### src/shared/sgw_pkg.sv
package sgw_pkg;
   // ------------------------------------------------------------
   // register map (byte addresses on the register port)
   // ------------------------------------------------------------
   localparam logic [7:0]  SGW_OFS_CTRL     = 8'h00; // control: start, direction, first-is-last
   localparam logic [7:0]  SGW_OFS_SEG_LO   = 8'h04; // first segment address, low word
   localparam logic [7:0]  SGW_OFS_SEG_HI   = 8'h08; // first segment address, high word
   localparam logic [7:0]  SGW_OFS_SEG_CNT  = 8'h0c; // descriptors in first segment
   localparam logic [7:0]  SGW_OFS_STATUS   = 8'h10; // busy, error code, transfers issued
   localparam logic [7:0]  SGW_OFS_IRQ_STAT = 8'h14; // sticky events, write one to clear
   localparam logic [7:0]  SGW_OFS_IRQ_MASK = 8'h18; // interrupt enables
   // ------------------------------------------------------------
   // field positions
   // ------------------------------------------------------------
   localparam int          SGW_CTRL_START   = 0;     // write one to start a walk
   localparam int          SGW_CTRL_DEST    = 1;     // one: list describes a destination buffer
   localparam int          SGW_CTRL_LAST    = 2;     // one: first segment is the last one
   localparam int          SGW_IRQ_DONE     = 0;     // walk finished
   localparam int          SGW_IRQ_ERR      = 1;     // walk finished with an error
   localparam int          SGW_DESC_BYTES   = 16;    // bytes per descriptor
   // ------------------------------------------------------------
   // reset values
   // ------------------------------------------------------------
   localparam logic [31:0] SGW_RST_WORD     = 32'h0000_0000;
   localparam logic [1:0]  SGW_RST_IRQ      = 2'h0;
   // ------------------------------------------------------------
   // descriptor type codes and error codes
   // ------------------------------------------------------------
   localparam logic [3:0]  SGW_TYPE_DATA    = 4'h0;  // data block
   localparam logic [3:0]  SGW_TYPE_DISCARD = 4'h1;  // discard (bit bucket)
   localparam logic [3:0]  SGW_TYPE_SEG     = 4'h2;  // next segment
   localparam logic [3:0]  SGW_TYPE_LASTSEG = 4'h3;  // final segment
   localparam logic [3:0]  SGW_TYPE_VENDOR  = 4'hf;  // vendor specific, unsupported here
   localparam logic [2:0]  SGW_ERR_NONE     = 3'h0;
   localparam logic [2:0]  SGW_ERR_TYPE     = 3'h1;  // reserved, unsupported or nonzero low nibble
   localparam logic [2:0]  SGW_ERR_LEN      = 3'h2;  // address plus length past the top
   localparam logic [2:0]  SGW_ERR_CHAIN    = 3'h3;  // chaining descriptor before the last slot
   localparam logic [2:0]  SGW_ERR_LASTSEG  = 3'h4;  // chaining descriptor inside the final segment
   localparam logic [2:0]  SGW_ERR_SEGLEN   = 3'h5;  // empty or ragged segment length
   // ------------------------------------------------------------
   // carriers
   // ------------------------------------------------------------
   typedef struct packed {
      logic [63:0] addr;                              // starting byte address
      logic [31:0] len;                               // byte count
      logic        discard;                           // one: drop these destination bytes
   } sgw_xfer_t;
   typedef struct packed {
      logic        done;                              // one-cycle completion pulse
      logic [2:0]  err;                               // failure code, none on success
   } sgw_cpl_t;
endpackage

### src/sgw_walker.sv
`timescale 1ns/1ns
// Contract
// any buffer address and length accepted
// software lengths cover the logical blocks
// software aligns segments on eight bytes
// abort on chaining before last slot
// abort on chaining inside final segment
// descriptor n sits at n*16 bytes
// type from byte 15 upper nibble
// reserved or unsupported type is an error
// all-zero descriptor is a null entry
// address bytes 7:0, length bytes 11:8
// zero-length data block moves nothing
// address plus length past top errors
// nonzero low nibble is a type error; not checked on segment descriptors
// discard descriptor skips source data
// destination discard drops length bytes
// source discard acts as zero length
// ascending order, follow chains, stop after final
// on failure stop and report completion status
module sgw_walker (
   // clock and reset
   input  wire logic               clk_sys,
   input  wire logic               srst,
   // register port
   input  wire logic [7:0]         reg_addr,
   input  wire logic [31:0]        reg_wdata,
   input  wire logic               reg_wr,
   input  wire logic               reg_rd,
   output logic      [31:0]        reg_rdata,
   // descriptor fetch from host memory
   output logic                    mem_req_valid,
   output logic      [63:0]        mem_req_addr,
   input  wire logic               mem_req_ready,
   input  wire logic               mem_rsp_valid,
   input  wire logic [127:0]       mem_rsp_data,
   // transfer stream to the data mover
   output logic                    xfer_valid,
   output sgw_pkg::sgw_xfer_t      xfer,
   input  wire logic               xfer_ready,
   // command completion and interrupt
   output sgw_pkg::sgw_cpl_t       cpl,
   output logic                    irq
);
   import sgw_pkg::*;

   // ------------------------------------------------------------
   // helpers
   // ------------------------------------------------------------
   // descriptor type lives in the upper nibble of byte 15
   function automatic logic [3:0] desc_type(input logic [127:0] d);
      desc_type = d[127:124];
   endfunction

   // true when address plus length runs beyond the 64-bit space
   function automatic logic past_top(input logic [63:0] a, input logic [31:0] l);
      logic [64:0] sum;
      sum = {1'b0, a} + {33'h0, l};
      past_top = sum[64] && (sum[63:0] != 64'h0);
   endfunction

   // ------------------------------------------------------------
   // state
   // ------------------------------------------------------------
   typedef enum logic [2:0] {ST_IDLE, ST_FETCH, ST_WAIT, ST_DECODE, ST_ISSUE, ST_DONE} sgw_state_t;

   sgw_state_t  state_reg;                  // walker state
   logic [63:0] seg_base_reg;               // base of the segment being walked
   logic [15:0] seg_cnt_reg;                // descriptors in that segment
   logic [15:0] idx_reg;                    // current descriptor slot
   logic        in_last_reg;                // walking the segment announced as final
   logic [127:0] desc_reg;                  // descriptor under decode
   logic [2:0]  err_reg;                    // failure code of the walk
   logic [15:0] issued_reg;                 // transfers handed to the data mover
   logic        xfer_valid_reg;             // transfer on offer
   sgw_xfer_t   xfer_reg;                   // transfer contents
   sgw_cpl_t    cpl_reg;                    // completion pulse and code
   logic [2:0]  ctrl_reg;                   // direction and first-is-last, bit 0 unused
   logic [31:0] seg_lo_reg;                 // programmed first segment address, low
   logic [31:0] seg_hi_reg;                 // programmed first segment address, high
   logic [15:0] seg_cnt_cfg_reg;            // programmed first segment count
   logic [1:0]  irq_stat_reg;               // sticky events
   logic [1:0]  irq_mask_reg;               // event enables
   logic [31:0] rdata_reg;                  // read data, one cycle after the strobe

   // ------------------------------------------------------------
   // decode of the held descriptor
   // ------------------------------------------------------------
   logic [3:0]  d_type;                     // descriptor type code
   logic [3:0]  d_nib;                      // low nibble of byte 15
   logic [63:0] d_addr;                     // bytes 7:0
   logic [31:0] d_len;                      // bytes 11:8, bytes 14:12 never read
   logic        d_chain;                    // next or final segment descriptor
   logic        d_lastslot;                 // held descriptor is the segment's final slot
   logic        start;                      // software start request

   assign d_type     = desc_type(desc_reg);
   assign d_nib      = desc_reg[123:120];
   assign d_addr     = desc_reg[63:0];
   assign d_len      = desc_reg[95:64];
   assign d_chain    = (d_type == SGW_TYPE_SEG) || (d_type == SGW_TYPE_LASTSEG);
   assign d_lastslot = (idx_reg == seg_cnt_reg - 16'h1);
   assign start      = reg_wr && (reg_addr == SGW_OFS_CTRL) && reg_wdata[SGW_CTRL_START];

   // ------------------------------------------------------------
   // walker sequence
   // ------------------------------------------------------------
   // fetches one descriptor at a time, checks it, hands it on
   always_ff @(posedge clk_sys) begin
      if (srst) begin
         state_reg      <= ST_IDLE;
         seg_base_reg   <= 64'h0;
         seg_cnt_reg    <= 16'h0;
         idx_reg        <= 16'h0;
         in_last_reg    <= 1'b0;
         desc_reg       <= 128'h0;
         err_reg        <= SGW_ERR_NONE;
         issued_reg     <= 16'h0;
         xfer_valid_reg <= 1'b0;
         xfer_reg       <= '0;
         cpl_reg        <= '0;
      end else begin
         cpl_reg.done <= 1'b0;
         case (state_reg)
            ST_IDLE: begin
               // load the first segment as programmed
               if (start) begin
                  seg_base_reg <= {seg_hi_reg, seg_lo_reg};
                  seg_cnt_reg  <= seg_cnt_cfg_reg;
                  // the start write carries the first-is-last bit; ctrl_reg is not updated yet
                  in_last_reg  <= reg_wdata[SGW_CTRL_LAST];
                  idx_reg      <= 16'h0;
                  issued_reg   <= 16'h0;
                  err_reg      <= SGW_ERR_NONE;
                  if (seg_cnt_cfg_reg == 16'h0) begin
                     err_reg   <= SGW_ERR_SEGLEN;
                     state_reg <= ST_DONE;
                  end else begin
                     state_reg <= ST_FETCH;
                  end
               end
            end
            ST_FETCH: begin
               // request offered combinationally; wait for acceptance
               if (mem_req_ready) begin
                  state_reg <= ST_WAIT;
               end
            end
            ST_WAIT: begin
               if (mem_rsp_valid) begin
                  desc_reg  <= mem_rsp_data;
                  state_reg <= ST_DECODE;
               end
            end
            ST_DECODE: begin
               if (d_chain && !d_lastslot) begin
                  err_reg   <= SGW_ERR_CHAIN;
                  state_reg <= ST_DONE;
               end else if (d_chain && in_last_reg) begin
                  err_reg   <= SGW_ERR_LASTSEG;
                  state_reg <= ST_DONE;
               end else if (d_chain) begin
                  // follow the chain; segment length must be whole descriptors
                  if ((d_len == 32'h0) || (d_len[3:0] != 4'h0) || (d_len[31:20] != 12'h0)) begin
                     err_reg   <= SGW_ERR_SEGLEN;
                     state_reg <= ST_DONE;
                  end else begin
                     seg_base_reg <= d_addr;
                     seg_cnt_reg  <= d_len[19:4];
                     in_last_reg  <= (d_type == SGW_TYPE_LASTSEG);
                     idx_reg      <= 16'h0;
                     state_reg    <= ST_FETCH;
                  end
               end else if (d_type > SGW_TYPE_LASTSEG) begin
                  // reserved codes and vendor codes are both refused
                  err_reg   <= SGW_ERR_TYPE;
                  state_reg <= ST_DONE;
               end else if (d_nib != 4'h0) begin
                  err_reg   <= SGW_ERR_TYPE;
                  state_reg <= ST_DONE;
               end else if ((d_type == SGW_TYPE_DATA) && past_top(d_addr, d_len)) begin
                  err_reg   <= SGW_ERR_LEN;
                  state_reg <= ST_DONE;
               end else if ((d_len == 32'h0) ||
                            ((d_type == SGW_TYPE_DISCARD) && !ctrl_reg[SGW_CTRL_DEST])) begin
                  // null entries and source-side discards move nothing
                  if (d_lastslot) begin
                     state_reg <= ST_DONE;
                  end else begin
                     idx_reg   <= idx_reg + 16'h1;
                     state_reg <= ST_FETCH;
                  end
               end else begin
                  // no alignment is imposed on the buffer
                  xfer_reg.addr    <= d_addr;
                  xfer_reg.len     <= d_len;
                  xfer_reg.discard <= (d_type == SGW_TYPE_DISCARD);
                  xfer_valid_reg   <= 1'b1;
                  state_reg        <= ST_ISSUE;
               end
            end
            ST_ISSUE: begin
               // hold the transfer until the data mover takes it
               if (xfer_ready) begin
                  xfer_valid_reg <= 1'b0;
                  issued_reg     <= issued_reg + 16'h1;
                  if (d_lastslot) begin
                     state_reg <= ST_DONE;
                  end else begin
                     idx_reg   <= idx_reg + 16'h1;
                     state_reg <= ST_FETCH;
                  end
               end
            end
            ST_DONE: begin
               // report once and go idle; nothing more is issued
               cpl_reg.done <= 1'b1;
               cpl_reg.err  <= err_reg;
               state_reg    <= ST_IDLE;
            end
            default: begin
               state_reg <= ST_IDLE;
            end
         endcase
      end
   end

   // descriptor n of the segment is read at base plus n*16
   assign mem_req_valid = (state_reg == ST_FETCH);
   assign mem_req_addr  = seg_base_reg + {44'h0, idx_reg, 4'h0};
   assign xfer_valid    = xfer_valid_reg;
   assign xfer          = xfer_reg;
   assign cpl           = cpl_reg;

   // ------------------------------------------------------------
   // register writes
   // ------------------------------------------------------------
   // configuration words
   always_ff @(posedge clk_sys) begin
      if (srst) begin
         ctrl_reg        <= 3'h0;
         seg_lo_reg      <= SGW_RST_WORD;
         seg_hi_reg      <= SGW_RST_WORD;
         seg_cnt_cfg_reg <= 16'h0;
         irq_mask_reg    <= SGW_RST_IRQ;
      end else if (reg_wr) begin
         if (reg_addr == SGW_OFS_CTRL) begin
            ctrl_reg <= {reg_wdata[SGW_CTRL_LAST], reg_wdata[SGW_CTRL_DEST], 1'b0};
         end else if (reg_addr == SGW_OFS_SEG_LO) begin
            seg_lo_reg <= reg_wdata;
         end else if (reg_addr == SGW_OFS_SEG_HI) begin
            seg_hi_reg <= reg_wdata;
         end else if (reg_addr == SGW_OFS_SEG_CNT) begin
            seg_cnt_cfg_reg <= reg_wdata[15:0];
         end else if (reg_addr == SGW_OFS_IRQ_MASK) begin
            irq_mask_reg <= reg_wdata[1:0];
         end
      end
   end

   // sticky events; a new event beats a clear in the same cycle
   logic [1:0]  irq_clr;                    // write-one-to-clear request
   logic [1:0]  irq_set;                    // completion events of this cycle, error above done
   assign irq_clr = (reg_wr && (reg_addr == SGW_OFS_IRQ_STAT)) ? reg_wdata[1:0] : 2'h0;
   assign irq_set = {cpl_reg.done && (cpl_reg.err != SGW_ERR_NONE), cpl_reg.done};
   always_ff @(posedge clk_sys) begin
      if (srst) begin
         irq_stat_reg <= SGW_RST_IRQ;
      end else begin
         irq_stat_reg <= (irq_stat_reg & ~irq_clr) | irq_set;
      end
   end

   assign irq = |(irq_stat_reg & irq_mask_reg);

   // ------------------------------------------------------------
   // register reads
   // ------------------------------------------------------------
   // data stand only in the cycle after the strobe
   always_ff @(posedge clk_sys) begin
      if (srst) begin
         rdata_reg <= SGW_RST_WORD;
      end else if (!reg_rd) begin
         rdata_reg <= SGW_RST_WORD;
      end else if (reg_addr == SGW_OFS_CTRL) begin
         rdata_reg <= {29'h0, ctrl_reg};
      end else if (reg_addr == SGW_OFS_SEG_LO) begin
         rdata_reg <= seg_lo_reg;
      end else if (reg_addr == SGW_OFS_SEG_HI) begin
         rdata_reg <= seg_hi_reg;
      end else if (reg_addr == SGW_OFS_SEG_CNT) begin
         rdata_reg <= {16'h0, seg_cnt_cfg_reg};
      end else if (reg_addr == SGW_OFS_STATUS) begin
         rdata_reg <= {issued_reg, 9'h0, err_reg, 3'h0, (state_reg != ST_IDLE)};
      end else if (reg_addr == SGW_OFS_IRQ_STAT) begin
         rdata_reg <= {30'h0, irq_stat_reg};
      end else if (reg_addr == SGW_OFS_IRQ_MASK) begin
         rdata_reg <= {30'h0, irq_mask_reg};
      end else begin
         rdata_reg <= SGW_RST_WORD;
      end
   end

   assign reg_rdata = rdata_reg;

   // ------------------------------------------------------------
   // checks
   // ------------------------------------------------------------
   AST_CHAIN_SLOT: assert property (@(posedge clk_sys) disable iff (srst)
      (state_reg == ST_DECODE) && d_chain && !d_lastslot |=> (err_reg == SGW_ERR_CHAIN) ##1 cpl.done)
      else $error("misplaced chaining descriptor not aborted");
   AST_LAST_SEG: assert property (@(posedge clk_sys) disable iff (srst)
      (state_reg == ST_DECODE) && d_chain && d_lastslot && in_last_reg |=> ##1 (cpl.err == SGW_ERR_LASTSEG))
      else $error("chaining inside final segment not aborted");
   AST_FETCH_ADDR: assert property (@(posedge clk_sys) disable iff (srst)
      mem_req_valid |-> (mem_req_addr[3:0] == seg_base_reg[3:0]) && (mem_req_addr - seg_base_reg == {44'h0, idx_reg, 4'h0}))
      else $error("descriptor fetched from wrong slot");
   AST_BAD_TYPE: assert property (@(posedge clk_sys) disable iff (srst)
      (state_reg == ST_DECODE) && (desc_type(desc_reg) > SGW_TYPE_LASTSEG) |=> ##1 (cpl.done && cpl.err == SGW_ERR_TYPE))
      else $error("reserved type not flagged");
   AST_NIBBLE: assert property (@(posedge clk_sys) disable iff (srst)
      (state_reg == ST_DECODE) && (d_type <= SGW_TYPE_DISCARD) && (d_nib != 4'h0) |=> !xfer_valid && (err_reg == SGW_ERR_TYPE))
      else $error("nonzero low nibble not flagged");
   AST_NULL: assert property (@(posedge clk_sys) disable iff (srst)
      (state_reg == ST_DECODE) && (desc_reg == 128'h0) |=> !xfer_valid && (err_reg == SGW_ERR_NONE))
      else $error("null descriptor mishandled");
   AST_OVERFLOW: assert property (@(posedge clk_sys) disable iff (srst)
      (state_reg == ST_DECODE) && !d_chain && (d_type == SGW_TYPE_DATA) && (d_nib == 4'h0) && past_top(d_addr, d_len)
      |=> ##1 (cpl.err == SGW_ERR_LEN))
      else $error("address overflow not flagged");
   AST_FIELDS: assert property (@(posedge clk_sys) disable iff (srst)
      xfer_valid && !$past(xfer_valid) |-> (xfer.addr == $past(d_addr)) && (xfer.len == $past(d_len)))
      else $error("transfer fields not taken from descriptor");
   AST_SRC_DISCARD: assert property (@(posedge clk_sys) disable iff (srst)
      xfer_valid |-> (!xfer.discard || ctrl_reg[SGW_CTRL_DEST]) && (xfer.len != 32'h0))
      else $error("empty or source-side transfer issued");
   AST_STOP: assert property (@(posedge clk_sys) disable iff (srst)
      cpl.done && (cpl.err != SGW_ERR_NONE) |-> !xfer_valid ##1 (irq_stat_reg[SGW_IRQ_ERR] && !mem_req_valid))
      else $error("failure not reported or walk continued");
endmodule

### config.mk
export PLATFORM = sky130hd
export DESIGN_NAME = sgw_walker
export DESIGN_NICKNAME = d
export VERILOG_FILES = /design/src/shared/sgw_pkg.sv /design/src/sgw_walker.sv
export SDC_FILE = /design/constraint.sdc
export NUM_CORES = 1
export LEC_CHECK = 0
export ABC_AREA = 1
export BUFFER_PORTS_ARGS = -buffer_cell sky130_fd_sc_hd__buf_2
export CAP_MARGIN = 5
export CORE_ASPECT_RATIO = 0.75
export CORE_UTILIZATION = 40
export CTS_CLUSTER_SIZE = 28
export DETAILED_ROUTE_END_ITERATION = 10
export PLACE_DENSITY_LB_ADDON = 0.12
export SYNTH_ARGS = -nofsm -noshare
export SYNTH_HDL_FRONTEND = slang
export SYNTH_SLANG_ARGS = --single-unit
### constraint.sdc
create_clock -name clk_sys -period 4.15 [get_ports clk_sys]
set_input_delay 0.415 -clock clk_sys [delete_from_list [all_inputs] [get_ports clk_sys]]
set_output_delay 0.415 -clock clk_sys [all_outputs]
set_load 0.03 [all_outputs]
# After elaboration in Yosys (flattened, before gate mapping)

Cells that the tools add are included.

Add/sub/neg operators: 5
$lt $le $gt $ge: 1
Equal/unequal tests: 35
Multiplexer cells: 75
Bitwise logic cells: 16
Reductions and logical operators: 46

Operators with widths:

| operator                                                              | count |
|---|---|
| 64-bit two-way mux                                                    | 5 |
| 16-bit two-way mux                                                    | 17 |
| 32-bit two-way mux                                                    | 4 |
| 64-bit one-hot mux with 2 select lines                                | 1 |
| 3-bit two-way mux                                                     | 24 |
| 64-bit by 32-bit adder with 65-bit output                             | 1 |
| 64-bit by 20-bit adder with 64-bit output                             | 1 |
| 16-bit one-hot mux with 2 select lines                                | 2 |
| 64-bit nonzero test                                                   | 1 |
| 16-bit one-hot mux with 3 select lines                                | 1 |
| 16-bit by 1-bit adder with 16-bit output (second input constant)      | 2 |
| 32-bit zero test                                                      | 1 |
| 8-bit by 5-bit == test with 1-bit output (second input constant)      | 3 |
| 2-bit != test (second input constant)                                 | 12 |
| 16-bit == test                                                        | 1 |
| 8-bit by 4-bit == test with 1-bit output (second input constant)      | 2 |
| 16-bit zero test                                                      | 1 |
| 16-bit by 1-bit subtractor with 16-bit output (second input constant) | 1 |
| 3-bit != test (second input constant)                                 | 5 |
| 3-bit one-hot mux with 5 select lines                                 | 1 |
| 1-bit two-way mux                                                     | 13 |
| 1-bit inverter                                                        | 12 |
| 4-bit AND reduction                                                   | 3 |
| 6-bit AND reduction                                                   | 2 |
| other kinds (35)                                                      | 62 |

Flip-flop bits (word level): 467
Bits of input ports: 175

# Logic depth before layout (Yosys ltp)

Depth after elaboration: 11
Depth in mapped cells: 28
Mapped depth without buffers: 26

# Worst setup path after synthesis

OpenSTA, ideal clock, no wires.

Path type: reg2out
From: register idx_reg[0]
To: output mem_req_addr[60]
Arrival time: 3.467 ns
Path slack: 0.268 ns
Stages on the path, launching flop included: 19
Buffers on the path: 0
Cells stage by stage: dfxtp_1 ha_1 inv_1 fa_1 nand3b_1 nand2_1 a21oi_1 o21ai_0 a21boi_1 nor3_1 nor2_1 o21ai_1 nand2_1 nor3_2 nand2_1 nor2_2 nand2_1 nor2_1 xor2_1

Cells in the longest elaborated chain, start to end: 1

RTL lines:

| item                                      | RTL line          | RTL |
|---|---|---|
| start, declared                           | sgw_walker.sv:70  | `logic [15:0] idx_reg;` |
| start signal, assigned                    | sgw_walker.sv:190 | `idx_reg <= idx_reg + 16'h1;` |
| start signal, assigned                    | sgw_walker.sv:210 | `idx_reg <= idx_reg + 16'h1;` |
| 64-bit by 20-bit adder with 64-bit output | sgw_walker.sv:230 | `assign mem_req_addr = seg_base_reg + {44'h0, idx_reg, 4'h0};` |
| end, declared                             | sgw_walker.sv:33  | `output logic [63:0] mem_req_addr,` |

No other way between the ends.

# Worst setup path in the final report

From: register seg_base_reg[4]
To: output mem_req_addr[52]

Cells in the longest elaborated chain, start to end: 1

RTL lines:

| item                                      | RTL line          | RTL |
|---|---|---|
| start, declared                           | sgw_walker.sv:68  | `logic [63:0] seg_base_reg;` |
| start signal, assigned                    | sgw_walker.sv:128 | `seg_base_reg <= {seg_hi_reg, seg_lo_reg};` |
| start signal, assigned                    | sgw_walker.sv:168 | `seg_base_reg <= d_addr;` |
| 64-bit by 20-bit adder with 64-bit output | sgw_walker.sv:230 |  |

No other way between the ends.

==> out/results.ini <==
[synth]
synthTopCellsByCount = nand2_1, nor2_1, inv_1
yosys.area.top_type_share = 0.350
netlist.top_cell.by_area = dfxtp_1
ys_ff_latch = 443
synth_area_leaders = dfxtp_1, nand2_1, nor2_1, inv_1, o21ai_0
syn_nets = 4294
ys.flop_type = dfxtp_1
syn_area_um2 = 25400
synth_most_common_cell = nand2_1
syn_avg_cell_area_um2 = 6.24
async_flop_share = 0
yosysWarnings = 0
synth_cell_types = 56
synth-edff-count = 0
syn_inst = 4066
seq_area_frac_synth = 0.350

[drt]
routed_wl_um = 102000
drc = 0
vias_per_cell = 5.20
vias = 27700
drtAntennaViolNets = 0
first_iter_violations = 2722
firstDrtPassIters = 7
wire_per_inst_um = 19.3

[grt]
grt_pass1_vias = 24800
grt_max_degree = 166
gr-total-overflow = 0
grt_use_total = 0.309
grt_pass1_wl_um = 152000
antenna_found_initial = 9

[clocking]
htreeDepth = 2
hold_buffers = 0
cts_tree = done
clock_latency_ns = 0.61
clock_sinks = 443
path_clk_slew_ns = 0.06
clockRootBuffer = clkbuf_16
numCtsBuffers = 47
clockBufferDepth = 3

[placed_design]
io_buffers = 350
place_area_um2 = 28300
dpl.hpwl_um = 78600
place.gp.congestion = 0.975
placed_cells = 5206

[final_layout]
multiInputGateArea_um2 = 14000
seqCellArea_um2 = 8880
drive_above_1_share = 0.147
nets = 4654
largest_reg_flops = 104
finalNonFillerCells = 5316
fill_cells = 6693
final_area_um2 = 30400
areaGrowthSynthToFinish_pct = 19.8

[critical_path]
cp.required_ns = 3.73
cp-end-kind = output pin
startpoint_type = flop
path_class = flop to output pin
worstPathArrival_ns = 3.65
timing.reg2reg.setup_slack_ns = 0.20
path_max_fanout = 4

[timing]
fin_hold_ws_ns = 0.0363
hold_viol = 0
timing.final.crit_share = 0.980
setup_viol = 0
maxSlewViolCount = 0
maxSlewHeadroom = 0.207
worst_pin_slew_ns = 1.18
rsz0062_at_grt = true
fin_worst_skew_ns = 0.0245
post-route-min-period_ns = 4.07
fmax_mhz = 246

[run_status]
outcome = finished, final reports clean

[power_and_ir_drop]
power_density_nw_per_um2 = 491
leakage_nw = 15.1
ir_drop_uv = 309

[floorplan]
initial_utilization = 0.406
io_pins = 375
num_rows = 79
dieArea_um2 = 64400
core_um2 = 62400
die_h_um = 220
die_w_um = 293

[min_path]
hold_path_class = input pin to flop

[flow_run]
cap_violations = 0

-- metrics by stage --
| step | TNS, ns | util | setup WS [ns] | power, W |
|---|---|---|---|---|
| finish | 0 | 0.487 | 0.0819 | 0.0149 |
| floorplan | 0 | - | 0.268 | 0.00870 |
| detailed placement | 0 | 0.454 | 0.101 | 0.0104 |
| global placement | 0 | 0.454 | 0.112 | 0.0104 |
| CTS | -0.344 | 0.483 | -0.0974 | 0.0149 |
| global route | -0.426 | 0.487 | -0.0765 | 0.0158 |
-- kinds of logic after synthesis --
family | share of synthesized area
AO/OA/AOI/OAI | 0.134
XOR/XNOR | 0.0317
adder cells (fa/ha/maj) | 0.0267
buffers and inverters | 0.109
flip-flops | 0.350
AND/OR/NAND/NOR | 0.349
-- metal layers --
metal | global-route usage | up-vias | wire, um
li1 | - | 13600 | -
met1 | 0.457 | 12800 | 48300
met2 | 0.455 | 1124 | 42200
met3 | 0.0588 | 144 | 9540
met4 | 0.0752 | 10 | 2280
met5 | 0 | - | 74
-- cells in the final DEF, fill, tap and decap left out, drive strengths merged, types with 2 or more instances in the layout --
| master | instances |
|---|---|
| o221ai | 22 |
| o21ai | 371 |
| a21boi | 3 |
| nand2 | 1045 |
| nand3b | 8 |
| xnor2 | 11 |
| dfxtp | 443 |
| a211oi | 4 |
| ha | 51 |
| o211ai | 7 |
| diode | 6 |
| nand4 | 55 |
| inv | 518 |
| nor2 | 723 |
| nor4 | 35 |
| o21a | 3 |
| nand3 | 194 |
| a31oi | 3 |
| clkinv | 12 |
| clkinvlp | 2 |
| fa | 2 |
| a21oi | 206 |
| and3 | 3 |
| a221oi | 2 |
| xor2 | 80 |
| nor3b | 3 |
| o31ai | 4 |
| o22ai | 7 |
| bufinv | 3 |
| clkbuf | 72 |
| nor3 | 71 |
| buf | 475 |
| or2 | 10 |
| o21bai | 5 |
-- power by group --
| group | leakage, nW | internal, W | switching [W] | total [W] |
|---|---|---|---|---|
| Combinational | 10.7 | 0.00165 | 0.00357 | 0.00522 |
| Sequential | 3.59 | 0.00476 | 0.000480 | 0.00524 |
| Clock | 0.783 | 0.00257 | 0.00188 | 0.00445 |
| Total | 15.1 | 0.00898 | 0.00592 | 0.0149 |
-- final timing paths --
check,startpoint,to,cells past startpoint
hold / removal,mem_rsp_data[121],desc_reg[121]$_SDFFE_PP0P_,3
hold reg to reg,irq_mask_reg[0]$_SDFFE_PP0P_,irq_mask_reg[0]$_SDFFE_PP0P_,2
setup / recovery,seg_base_reg[4]$_SDFFE_PP0P_,mem_req_addr[52],19
setup reg to reg,desc_reg[13]$_SDFFE_PP0P_,xfer[13]$_SDFFE_PP0P_,22
-- worst max-delay path, stage by stage, from the launching register on --
cell and delay [ns]:
dfxtp_2 0.35, ha_4 0.14, inv_2 0.03, fa_2 0.34
nand3b_1 0.17, nand2_2 0.14, a21oi_4 0.08, o21ai_2 0.15
a21boi_2 0.08, nor3_1 0.14, nor2_1 0.10, o21ai_2 0.23
nand2_2 0.12, nor3_4 0.17, nand2_2 0.10, nor2_4 0.18
buf_6 0.15, nand3_2 0.07, xor2_1 0.15, buf_4 0.17
-- cell type report --
type                       count  share of cell area
sequential                   443               0.292
inverter                     523              0.0651
antenna                        6            0.000494
clock inverter                12             0.00523
clock buffer                  71              0.0473
timing repair buffer         476              0.0944
multi-input combinational   2935               0.460
tap                          850              0.0350
-- timing repair --
item	4_1_cts	5_1_grt
hold endpoints to repair	0	0
setup buffers	10	10
pin swaps	19	22
setup endpoints to repair	27	186
gates cloned	0	1
resized for setup	42	43
No activity file was read; power rests on OpenSTA's default activity.
